[src/include/ftw_pkg.sv]
/*
  Shared constants and types for the radio-unit fronthaul timing-window block.
  Assumes every time value is an unsigned count of nanoseconds on the common
  timescale. The timescale wraps, and differences are taken modulo 2^TIME_W.
*/
package ftw_pkg;

  // ==========================================================================
  // widths and buffer depth
  localparam int TIME_W = 32;
  localparam int TE_W = 16;
  localparam int CNT_W = 16;
  localparam int DATA_W_DEF = 32;
  localparam int FIFO_DEPTH_DEF = 8;

  // ==========================================================================
  // timing
  localparam int CLK_PERIOD_NS = 10;
  localparam logic [TIME_W-1:0] TOD_STEP_NS = TIME_W'(CLK_PERIOD_NS);
  localparam int SYNC_TE_TOTAL_NS = 3000;
  localparam int SYNC_TE_HALF_NS = SYNC_TE_TOTAL_NS / 2;
  localparam logic signed [TE_W-1:0] SYNC_TE_LIM = TE_W'(SYNC_TE_HALF_NS);

  // ==========================================================================
  // fixed radio-unit window defaults, in ns (plain values)
  localparam logic [TIME_W-1:0] T2AMIN_NS_DEF = 32'h0001_86A0;
  localparam logic [TIME_W-1:0] T2AMAX_NS_DEF = 32'h0003_F7A0;
  localparam logic [TIME_W-1:0] TA3MIN_NS_DEF = 32'h0000_C350;
  localparam logic [TIME_W-1:0] TA3MAX_NS_DEF = 32'h0002_49F0;

  // ==========================================================================
  // reset values and counter ceiling
  localparam logic [TIME_W-1:0] TOD_RST = 32'h0000_0000;
  localparam logic [CNT_W-1:0] CNT_RST = 16'h0000;
  localparam logic [CNT_W-1:0] CNT_MAX = 16'hFFFF;

  // ==========================================================================
  // types
  typedef enum logic [1:0] {CLS_EARLY, CLS_ON_TIME, CLS_LATE} ftw_class_t;
  typedef enum logic [1:0] {UL_IDLE, UL_WAIT, UL_SEND} ftw_ul_state_t;

endpackage

[src/hdl/ftw_timing_window.sv]
/*
  Radio-unit fronthaul timing-window logic and its downlink buffer FIFO.
  Assumes a sync-plane agent on the same clock that loads the common time
  and reports the time error. Upstream parsing supplies each packet's air
  instant. All inputs come from logic on i_sys_clk.
*/
// Overview of operation
// - transport delay in each direction is handled as a min/max range, never as one value.
// - every send and receive instant is an offset from the fixed antenna point.
// - transport delay counts only from leaving one interface to arriving at the other.
// - the receiver keeps a reception window in which a symbol's packets still make the air.
// - a reception window is at least the transmission window plus the transport variation.
// - radio-unit windows are fixed relative to the air; only distributed-unit windows move.
// - both ends compute every window position on one common timescale.
// - the time error between the units should stay within plus or minus 1.5 us.
`timescale 1ns/1ns

// ============================================================================
// fifo: parameterised width and depth, valid/ready on both sides
module ftw_fifo #(
  parameter int WIDTH = 32,
  parameter int DEPTH = 8
) (
  input wire logic i_sys_clk,
  input wire logic i_sys_rst,
  input wire logic i_ce,
  input wire logic i_in_valid,
  output logic o_in_ready,
  input wire logic [WIDTH-1:0] i_in_data,
  output logic o_out_valid,
  input wire logic i_out_ready,
  output logic [WIDTH-1:0] o_out_data
);
  localparam int AW = (DEPTH > 1) ? $clog2(DEPTH) : 1;
  localparam logic [AW:0] DEPTH_C = (AW + 1)'(DEPTH);
  localparam logic [AW-1:0] LAST_C = AW'(DEPTH - 1);
  logic [WIDTH-1:0] mem_q [DEPTH];
  logic [AW-1:0] wr_ptr_q;
  logic [AW-1:0] rd_ptr_q;
  logic [AW:0] count_q;
  wire wr_en;
  wire rd_en;
  // an honest full and empty: ready drops at depth, valid only with data
  assign o_in_ready = (count_q != DEPTH_C);
  assign o_out_valid = (count_q != '0);
  assign wr_en = i_ce & i_in_valid & o_in_ready;
  assign rd_en = i_ce & o_out_valid & i_out_ready;
  assign o_out_data = mem_q[rd_ptr_q];
  // storage holds no reset, only the pointers and count do
  always_ff @(posedge i_sys_clk) begin
    if (wr_en) begin
      mem_q[wr_ptr_q] <= i_in_data;
    end
  end
  // pointers wrap by compare, so depth need not be a power of two
  always_ff @(posedge i_sys_clk) begin
    if (i_sys_rst) begin
      wr_ptr_q <= '0;
      rd_ptr_q <= '0;
      count_q <= '0;
    end else begin
      if (wr_en) begin
        wr_ptr_q <= (wr_ptr_q == LAST_C) ? '0 : wr_ptr_q + 1'b1;
      end
      if (rd_en) begin
        rd_ptr_q <= (rd_ptr_q == LAST_C) ? '0 : rd_ptr_q + 1'b1;
      end
      if (wr_en && !rd_en) begin
        count_q <= count_q + 1'b1;
      end else if (rd_en && !wr_en) begin
        count_q <= count_q - 1'b1;
      end
    end
  end
endmodule // ftw_fifo

// ============================================================================
// top: time base, window checks, downlink classifier, uplink send gate
module ftw_timing_window import ftw_pkg::*; #(
  parameter int DATA_W = DATA_W_DEF,
  parameter int FIFO_DEPTH = FIFO_DEPTH_DEF,
  parameter logic [TIME_W-1:0] T2AMIN_NS = T2AMIN_NS_DEF,
  parameter logic [TIME_W-1:0] T2AMAX_NS = T2AMAX_NS_DEF,
  parameter logic [TIME_W-1:0] TA3MIN_NS = TA3MIN_NS_DEF,
  parameter logic [TIME_W-1:0] TA3MAX_NS = TA3MAX_NS_DEF
) (
  input wire logic i_sys_clk,
  input wire logic i_sys_rst,
  input wire logic i_ce,
  input wire logic i_tod_load,
  input wire logic [TIME_W-1:0] i_tod_value,
  input wire logic signed [TE_W-1:0] i_sync_te_ns,
  output logic [TIME_W-1:0] o_tod,
  output logic o_sync_ok,
  input wire logic [TIME_W-1:0] i_t12_min,
  input wire logic [TIME_W-1:0] i_t12_max,
  input wire logic [TIME_W-1:0] i_t34_min,
  input wire logic [TIME_W-1:0] i_t34_max,
  input wire logic [TIME_W-1:0] i_t1a_min,
  input wire logic [TIME_W-1:0] i_t1a_max,
  input wire logic [TIME_W-1:0] i_ta4_min,
  input wire logic [TIME_W-1:0] i_ta4_max,
  output logic [TIME_W-1:0] o_t1a_max_lim,
  output logic [TIME_W-1:0] o_t1a_min_lim,
  output logic [TIME_W-1:0] o_ta4_min_lim,
  output logic [TIME_W-1:0] o_ta4_max_lim,
  output logic o_dl_win_ok,
  output logic o_ul_win_ok,
  input wire logic i_dl_valid,
  output logic o_dl_ready,
  input wire logic [TIME_W-1:0] i_dl_air_time,
  input wire logic [DATA_W-1:0] i_dl_data,
  output logic o_dl_out_valid,
  input wire logic i_dl_out_ready,
  output logic [TIME_W-1:0] o_dl_out_air_time,
  output logic [DATA_W-1:0] o_dl_out_data,
  output logic o_dl_early,
  output logic o_dl_late,
  output logic [CNT_W-1:0] o_dl_early_cnt,
  output logic [CNT_W-1:0] o_dl_late_cnt,
  input wire logic i_ul_valid,
  output logic o_ul_ready,
  input wire logic [TIME_W-1:0] i_ul_air_time,
  input wire logic [DATA_W-1:0] i_ul_data,
  output logic o_ul_tx_valid,
  input wire logic i_ul_tx_ready,
  output logic [DATA_W-1:0] o_ul_tx_data,
  output logic o_ul_late,
  output logic [CNT_W-1:0] o_ul_late_cnt
);
  localparam int FW = TIME_W + DATA_W;
  logic [TIME_W-1:0] tod_q;
  logic sync_ok_q;
  logic [TIME_W-1:0] t1a_max_lim_q, t1a_min_lim_q, ta4_min_lim_q, ta4_max_lim_q;
  logic dl_win_ok_q, ul_win_ok_q;
  logic dl_early_q, dl_late_q, ul_late_q;
  logic [CNT_W-1:0] dl_early_cnt_q, dl_late_cnt_q, ul_late_cnt_q;
  ftw_ul_state_t ul_state_q;
  logic [TIME_W-1:0] ul_air_q;
  logic [DATA_W-1:0] ul_data_q;

  // ==========================================================================
  // common time base: each enabled cycle, loaded by the sync agent, else advanced one period
  always_ff @(posedge i_sys_clk) begin
    if (i_sys_rst) begin
      tod_q <= TOD_RST;
    end else if (i_ce) begin
      tod_q <= i_tod_load ? i_tod_value : tod_q + TOD_STEP_NS;
    end
  end
  assign o_tod = tod_q;
  // time error check; the magnitude test avoids negating the most negative value
  wire te_ok = (i_sync_te_ns <= SYNC_TE_LIM) && (i_sync_te_ns >= -SYNC_TE_LIM);

  // ==========================================================================
  // window bounds advertised to the distributed unit; transport is a range
  wire [TIME_W-1:0] t1a_max_lim_d = T2AMAX_NS + i_t12_min;
  wire [TIME_W-1:0] t1a_min_lim_d = T2AMIN_NS + i_t12_max;
  wire [TIME_W-1:0] ta4_min_lim_d = TA3MIN_NS + i_t34_min;
  wire [TIME_W-1:0] ta4_max_lim_d = TA3MAX_NS + i_t34_max;
  // widths carry one extra bit so that large sums cannot wrap into a pass
  wire [TIME_W:0] t2a_win = {1'b0, T2AMAX_NS - T2AMIN_NS};
  wire [TIME_W:0] ta4_win = {1'b0, i_ta4_max - i_ta4_min};
  wire [TIME_W:0] dl_need = {1'b0, i_t1a_max - i_t1a_min} + {1'b0, i_t12_max - i_t12_min};
  wire [TIME_W:0] ul_need = {1'b0, TA3MAX_NS - TA3MIN_NS} + {1'b0, i_t34_max - i_t34_min};
  wire dl_ok_d = (i_t1a_max >= i_t1a_min) && (i_t12_max >= i_t12_min)
               && (t2a_win >= dl_need)
               && (i_t1a_max <= t1a_max_lim_d) && (i_t1a_min >= t1a_min_lim_d);
  wire ul_ok_d = (i_ta4_max >= i_ta4_min) && (i_t34_max >= i_t34_min)
               && (ta4_win >= ul_need)
               && (i_ta4_min <= ta4_min_lim_d) && (i_ta4_max >= ta4_max_lim_d);
  // registered check results, refreshed every enabled cycle
  always_ff @(posedge i_sys_clk) begin
    if (i_sys_rst) begin
      sync_ok_q <= 1'b0;
      {t1a_max_lim_q, t1a_min_lim_q, ta4_min_lim_q, ta4_max_lim_q} <= '0;
      dl_win_ok_q <= 1'b0;
      ul_win_ok_q <= 1'b0;
    end else if (i_ce) begin
      sync_ok_q <= te_ok;
      {t1a_max_lim_q, t1a_min_lim_q} <= {t1a_max_lim_d, t1a_min_lim_d};
      {ta4_min_lim_q, ta4_max_lim_q} <= {ta4_min_lim_d, ta4_max_lim_d};
      dl_win_ok_q <= dl_ok_d;
      ul_win_ok_q <= ul_ok_d;
    end
  end
  assign o_sync_ok = sync_ok_q;
  assign {o_t1a_max_lim, o_t1a_min_lim} = {t1a_max_lim_q, t1a_min_lim_q};
  assign {o_ta4_min_lim, o_ta4_max_lim} = {ta4_min_lim_q, ta4_max_lim_q};
  assign o_dl_win_ok = dl_win_ok_q;
  assign o_ul_win_ok = ul_win_ok_q;
  // ==========================================================================
  // downlink classifier: lead before air time measured on the shared timescale
  // lead is the arrival at the receive interface relative to the antenna point
  wire signed [TIME_W-1:0] dl_lead = $signed(i_dl_air_time - tod_q);
  wire dl_is_early = (dl_lead > $signed(T2AMAX_NS));
  wire dl_is_late = (dl_lead < $signed(T2AMIN_NS));
  ftw_class_t dl_class;
  assign dl_class = dl_is_early ? CLS_EARLY : (dl_is_late ? CLS_LATE : CLS_ON_TIME);
  wire fifo_in_ready;
  // out-of-window packets are also held off while the buffer is full: simpler
  // than a bypass, at the cost of a full buffer stalling drops too
  assign o_dl_ready = fifo_in_ready;
  wire dl_take = i_ce & i_dl_valid & fifo_in_ready;
  wire fifo_wr = i_dl_valid & (dl_class == CLS_ON_TIME);

  ftw_fifo #(.WIDTH(FW), .DEPTH(FIFO_DEPTH)) u_dl_fifo (
    .i_sys_clk(i_sys_clk),
    .i_sys_rst(i_sys_rst),
    .i_ce(i_ce),
    .i_in_valid(fifo_wr),
    .o_in_ready(fifo_in_ready),
    .i_in_data({i_dl_air_time, i_dl_data}),
    .o_out_valid(o_dl_out_valid),
    .i_out_ready(i_dl_out_ready),
    .o_out_data({o_dl_out_air_time, o_dl_out_data})
  );

  // pulse flags and saturating counters for packets outside the window
  always_ff @(posedge i_sys_clk) begin
    if (i_sys_rst) begin
      dl_early_q <= 1'b0;
      dl_late_q <= 1'b0;
      dl_early_cnt_q <= CNT_RST;
      dl_late_cnt_q <= CNT_RST;
    end else if (i_ce) begin
      dl_early_q <= dl_take && (dl_class == CLS_EARLY);
      dl_late_q <= dl_take && (dl_class == CLS_LATE);
      if (dl_take && dl_class == CLS_EARLY && dl_early_cnt_q != CNT_MAX) begin
        dl_early_cnt_q <= dl_early_cnt_q + 1'b1;
      end
      if (dl_take && dl_class == CLS_LATE && dl_late_cnt_q != CNT_MAX) begin
        dl_late_cnt_q <= dl_late_cnt_q + 1'b1;
      end
    end
  end
  assign o_dl_early = dl_early_q;
  assign o_dl_late = dl_late_q;
  assign o_dl_early_cnt = dl_early_cnt_q;
  assign o_dl_late_cnt = dl_late_cnt_q;

  // ==========================================================================
  // uplink gate: a symbol leaves between Ta3min and one period past Ta3max after antenna receipt
  wire signed [TIME_W-1:0] ul_elapsed = $signed(tod_q - ul_air_q);
  wire ul_open = (ul_elapsed >= $signed(TA3MIN_NS));
  wire ul_expired = (ul_elapsed > $signed(TA3MAX_NS));
  assign o_ul_ready = (ul_state_q == UL_IDLE);
  assign o_ul_tx_valid = (ul_state_q == UL_SEND);
  assign o_ul_tx_data = ul_data_q;

  // one symbol in flight; an expired one is dropped, unless the far side's ready arrives in its expiry cycle, when it is sent
  always_ff @(posedge i_sys_clk) begin
    if (i_sys_rst) begin
      ul_state_q <= UL_IDLE;
      ul_air_q <= TOD_RST;
      ul_data_q <= '0;
      ul_late_q <= 1'b0;
      ul_late_cnt_q <= CNT_RST;
    end else if (i_ce) begin
      ul_late_q <= 1'b0;
      case (ul_state_q)
        UL_IDLE: begin
          if (i_ul_valid) begin
            ul_air_q <= i_ul_air_time;
            ul_data_q <= i_ul_data;
            ul_state_q <= UL_WAIT;
          end
        end
        UL_WAIT: begin
          if (ul_expired) begin
            ul_late_q <= 1'b1;
            ul_state_q <= UL_IDLE;
          end else if (ul_open) begin
            ul_state_q <= UL_SEND;
          end
        end
        UL_SEND: begin
          if (i_ul_tx_ready) begin
            ul_state_q <= UL_IDLE;
          end else if (ul_expired) begin
            ul_late_q <= 1'b1;
            ul_state_q <= UL_IDLE;
          end
        end
        default: begin
          ul_state_q <= UL_IDLE;
        end
      endcase
      if (ul_expired && !(ul_state_q == UL_SEND && i_ul_tx_ready)
          && ul_state_q != UL_IDLE && ul_late_cnt_q != CNT_MAX) begin
        ul_late_cnt_q <= ul_late_cnt_q + 1'b1;
      end
    end
  end
  assign o_ul_late = ul_late_q;
  assign o_ul_late_cnt = ul_late_cnt_q;
endmodule // ftw_timing_window

[config.mk]
export PLATFORM = sky130hd
export DESIGN_NAME = ftw_timing_window
export DESIGN_NICKNAME = d
export VERILOG_FILES = /design/src/include/ftw_pkg.sv /design/src/hdl/ftw_timing_window.sv
export SDC_FILE = /design/constraint.sdc
export NUM_CORES = 2
export LEC_CHECK = 0
export BUFFER_PORTS_ARGS = -buffer_cell sky130_fd_sc_hd__buf_2
export CELL_PAD_IN_SITES_DETAIL_PLACEMENT = 0
export CELL_PAD_IN_SITES_GLOBAL_PLACEMENT = 1
export CORE_UTILIZATION = 41
export DETAILED_ROUTE_END_ITERATION = 6
export GPL_TIMING_DRIVEN = 0
export PLACE_DENSITY_LB_ADDON = 0.1
export RECOVER_POWER = 100
export SYNTH_ARGS = -nofsm -noshare
export SYNTH_HDL_FRONTEND = slang
export SYNTH_SLANG_ARGS = --single-unit
export TNS_END_PERCENT = 20
[constraint.sdc]
create_clock -name i_sys_clk -period 10.4 [get_ports i_sys_clk]
set_clock_uncertainty 0.15 [all_clocks]
set_input_delay 2.6 -clock i_sys_clk [delete_from_list [all_inputs] [get_ports i_sys_clk]]
set_output_delay 2.6 -clock i_sys_clk [all_outputs]
set_load 0.005 [all_outputs]
==> summary.txt <==
Main combinational cell family by area after synthesis: compound AO/OA/AOI/OAI gates
Failing checks: max-capacitance violations, max-slew violations
Synth Area in Compound Gates: 16.15%
Num CTS Buffers: 90
Maximum clock insertion buffer count: 3
GP Congestion: 0.9476
Worst r2r src: o_tod[5]
First-pass GRT wire length: 257200 um
Placed insts: 7189
# DRC: 0
Critical path buffer and inverter count: 5
CP Depth: 18
CTS tree: built
Net count, final: 6518
Starting density of the core: 41.45%
Largest net degree at the start of global routing: 26
Post-Synth XOR/XNOR Area: 5.013%
Slew Limit Fails: 37
Final Instance Count excl. Fillers: 7355
GRT Residual Overflow: 0
Clock Latency Late Sink: 670 ps
Post CTS Setup Buffer Count: 0
Req. time, crit path: 10600 ps
P_leak: 22.72 nW
Yosys cell types: 109
Detailed Route Iter0 Violations: 3008
Final wirelength: 179400 um
Post-synthesis mux area share: 9.006%
Critical path launch point: i_dl_air_time[0]
Area grow syn2layout: 17.43%
Initial antenna violation count: 18
Critical Path Max Stage Delay: 1320 ps
Min-Delay Path Class: reg -> reg
# IOs: 754
Power Density: 156.5 nW/um^2
Outcome: complete, but fails checks
Chip Width: 350.5 um
Tcrit/Tclk final: 92.48%
Max-cap viol count: 3
Clk root buf: clkbuf_16
Area of the multi-input gates: 26640 sq um
Cell row count: 127
Simple-Gate Fraction of Synth Area: 13.07%
Die Ht: 350.5 um
Vias per cell: 5.608
Slew margin rel.: -4.682%
CP max-delay cell: nor4_1
CP max FO: 15
Post-synth ARST share: 0%
Critical path destination: u_dl_fifo.mem_q[0][52]
R2R Setup Slk: 2700 ps
Gr usage total: 28.28%
Seq/Total Area, Yosys: 42.66%
Routed length per instance: 24.39 um
Syn. warnings: 0
Clock transition at path regs: 60 ps
Post-CTS Resized: 0
First drt pass iteration count: 6
Via count: 41.25k
Share of cells above drive strength 1: 14.88%
Fin Hold WS: 303.2 ps
Most used DFF post-synth: edfxtp_1
Fin util: 48.67%
RSZ-0062 raised after global routing: false
Crit path kind: in -> reg
Post-Syn Area: 49790 sq um
Final setup vio count: 0
Seq cells post-synth: 805
Crit path cell chain: clkbuf_1, inv_1, ha_1, fa_1, nor2b_1, o31a_4, nor4_1, nor4_1, o21ai_0, and3_1, nor4_1, nand3_1, nor4_1, nand2b_1, nor3_4, buf_16, clkbuf_1, buf_16
Post-route minimum period: 9618 ps
# clock sinks: 805
Synth Area in Adders: 10.40%
Post-synth EDFFs: 512
H-tree lvl count: 3
Actual slew at the worst max-slew pin: 1556 ps
Critical path arrival: 9820 ps
Die area: 122800 sq um
CP Capture Type: flop
Core area: 120100 sq um
Fmax: 104.0 MHz
Reg-to-reg critical path endpoint: u_dl_fifo.mem_q[0][52]
Endpoints failing hold: 0
Synthesized area per cell: 10.38 sq um
FF-to-FF path depth: 16
Vias in the first global route: 39.62k
Crit-path leading delay family: simple AND/OR/NAND/NOR gates
Worst vdd ir: 0.1115 mV
Cell mode on critical path: nor4_1
Detailed Place HPWL: 143800 um
Port bufs: 751
Mapped Nets: 5648
Register Area: 21240 sq um
Syn Inst Count: 4799
Number of fillers in the final layout: 11.69k
Hold Buf Count CTS: 0
Final antenna-violating net count: 0
Startpoint Class: input pin
==> layout make-up <==
cell class              count  share of cell area (%)
diodes                      4                 0.01712
plain buffers             166                   1.106
clock buffers             121                   4.205
clock inverters            41                  0.8560
inverters                 314                   2.016
multi-input cells        3514                   45.56
flip-flops and latches    805                   36.33
well taps                1612                   3.450
repair buffers            778                   6.463
==> per-stage QoR <==
step	cell area, sq um	setup WS (ps)	total power, W	TNS, ps
after global placement	55570	-5798	0.005990	-1335290
after floorplan	49800	-89.90	0.005203	-5754
after CTS	59120	1385	0.009222	0
after global routing	58460	434.1	0.009600	0
final	58470	782.0	0.009149	0
after detailed placement	56160	703.8	0.005990	0
==> cell families after synthesis <==
family / count (synthesis)
AOI/OAI and AO/OA: 1216
adders and majority gates: 409
DFF: 805
and+or+nand+nor: 1329
muxes: 278
xor gates and xnor gates: 282
buffers and inverters: 480
==> report_power, final <==
part	switching (W)	internal, W
registers	0.0000565	0.00346
logic	0.00148	0.000933
clock network	0.00135	0.00187
total	0.00289	0.00626
==> worst min-delay path by stage <==
| stage | cells after the start | to | slack (ps) | from |
|---|---|---|---|---|
| 2_1_floorplan | 2 | o_dl_win_ok | 280 | o_dl_win_ok |
| 3_3_place_gp | 2 | o_dl_win_ok | 280 | o_dl_win_ok |
| 3_5_place_dp | 2 | o_ul_tx_data[12] | 290 | o_ul_tx_data[12] |
| 4_1_cts | 2 | o_ul_tx_data[12] | 300 | o_ul_tx_data[12] |
| 5_1_grt | 2 | o_ul_tx_data[16] | 320 | o_ul_tx_data[16] |
| 6_report | 2 | o_ul_tx_data[21] | 300 | o_ul_tx_data[21] |
==> state kept, by name, indices dropped and copies added (netlist names), 32 cells and up, named ones only <==
| name | cells |
|---|---|
| o_tod | 32 |
| o_t1a_max_lim | 32 |
| o_ta4_min_lim | 32 |
| o_ul_tx_data | 32 |
| u_dl_fifo.mem_q | 512 |
| ul_air_q | 32 |
| o_t1a_min_lim | 32 |
| o_ta4_max_lim | 32 |
==> synthesized netlist by cell type, drive strengths merged (16+ instances only) <==
library cell | instances | area share, %
a22oi | 19 | 0.29
dfxtp | 293 | 12
ha | 401 | 10
and2 | 23 | 0.29
nor4 | 36 | 0.54
xor2 | 101 | 1.8
o31ai | 42 | 0.65
mux2 | 80 | 1.8
nor2b | 78 | 1.0
a21oi | 365 | 3.7
nand2b | 48 | 0.61
o211ai | 29 | 0.44
xnor2 | 181 | 3.2
or4 | 21 | 0.32
edfxtp | 512 | 31
nand2 | 374 | 2.8
nand3 | 115 | 1.2
mux4 | 128 | 5.8
a21o | 140 | 2.1
a211oi | 140 | 2.1
nand4 | 75 | 0.94
mux2i | 70 | 1.4
o21ai | 206 | 2.1
a21boi | 16 | 0.24
buf | 48 | 0.44
a31oi | 26 | 0.33
o21a | 40 | 0.60
or3 | 38 | 0.48
nor2 | 351 | 2.6
and3 | 56 | 0.70
inv | 314 | 2.4
clkbuf | 118 | 0.89
o21bai | 28 | 0.44
nor3 | 61 | 0.64
a2111oi | 18 | 0.32
==> tightest hold or removal path, cell delays in order (launching register included) <==
cell and delay [ps]:
dfxtp_1 310, nand2_1 50, a21oi_1 50
==> layer usage <==
metal  share of wire [%]  track usage (%)  up-vias
li1                    -                -    19720
met1                  43            36.59    20060
met2                  47            46.73     1195
met3                 7.2            6.542      251
met4                 2.9            8.662       26
met5               0.091                0        -
==> cells in the final DEF, fill, tap and decap left out, types with 75 or more instances in the layout <==
cell type and count:
a21o_1 140, clkbuf_16 90, o21ai_0 196, nand2_1 373
edfxtp_1 512, inv_1 313, mux4_2 128, nor2_1 346
a21oi_1 363, buf_2 467, ha_1 401, xnor2_1 180
dfxtp_1 293, nand3_1 115, a211oi_1 137, xor2_1 100
nor2b_1 78, nand4_1 75, clkbuf_1 468
(Power assumes the default switching activity.)
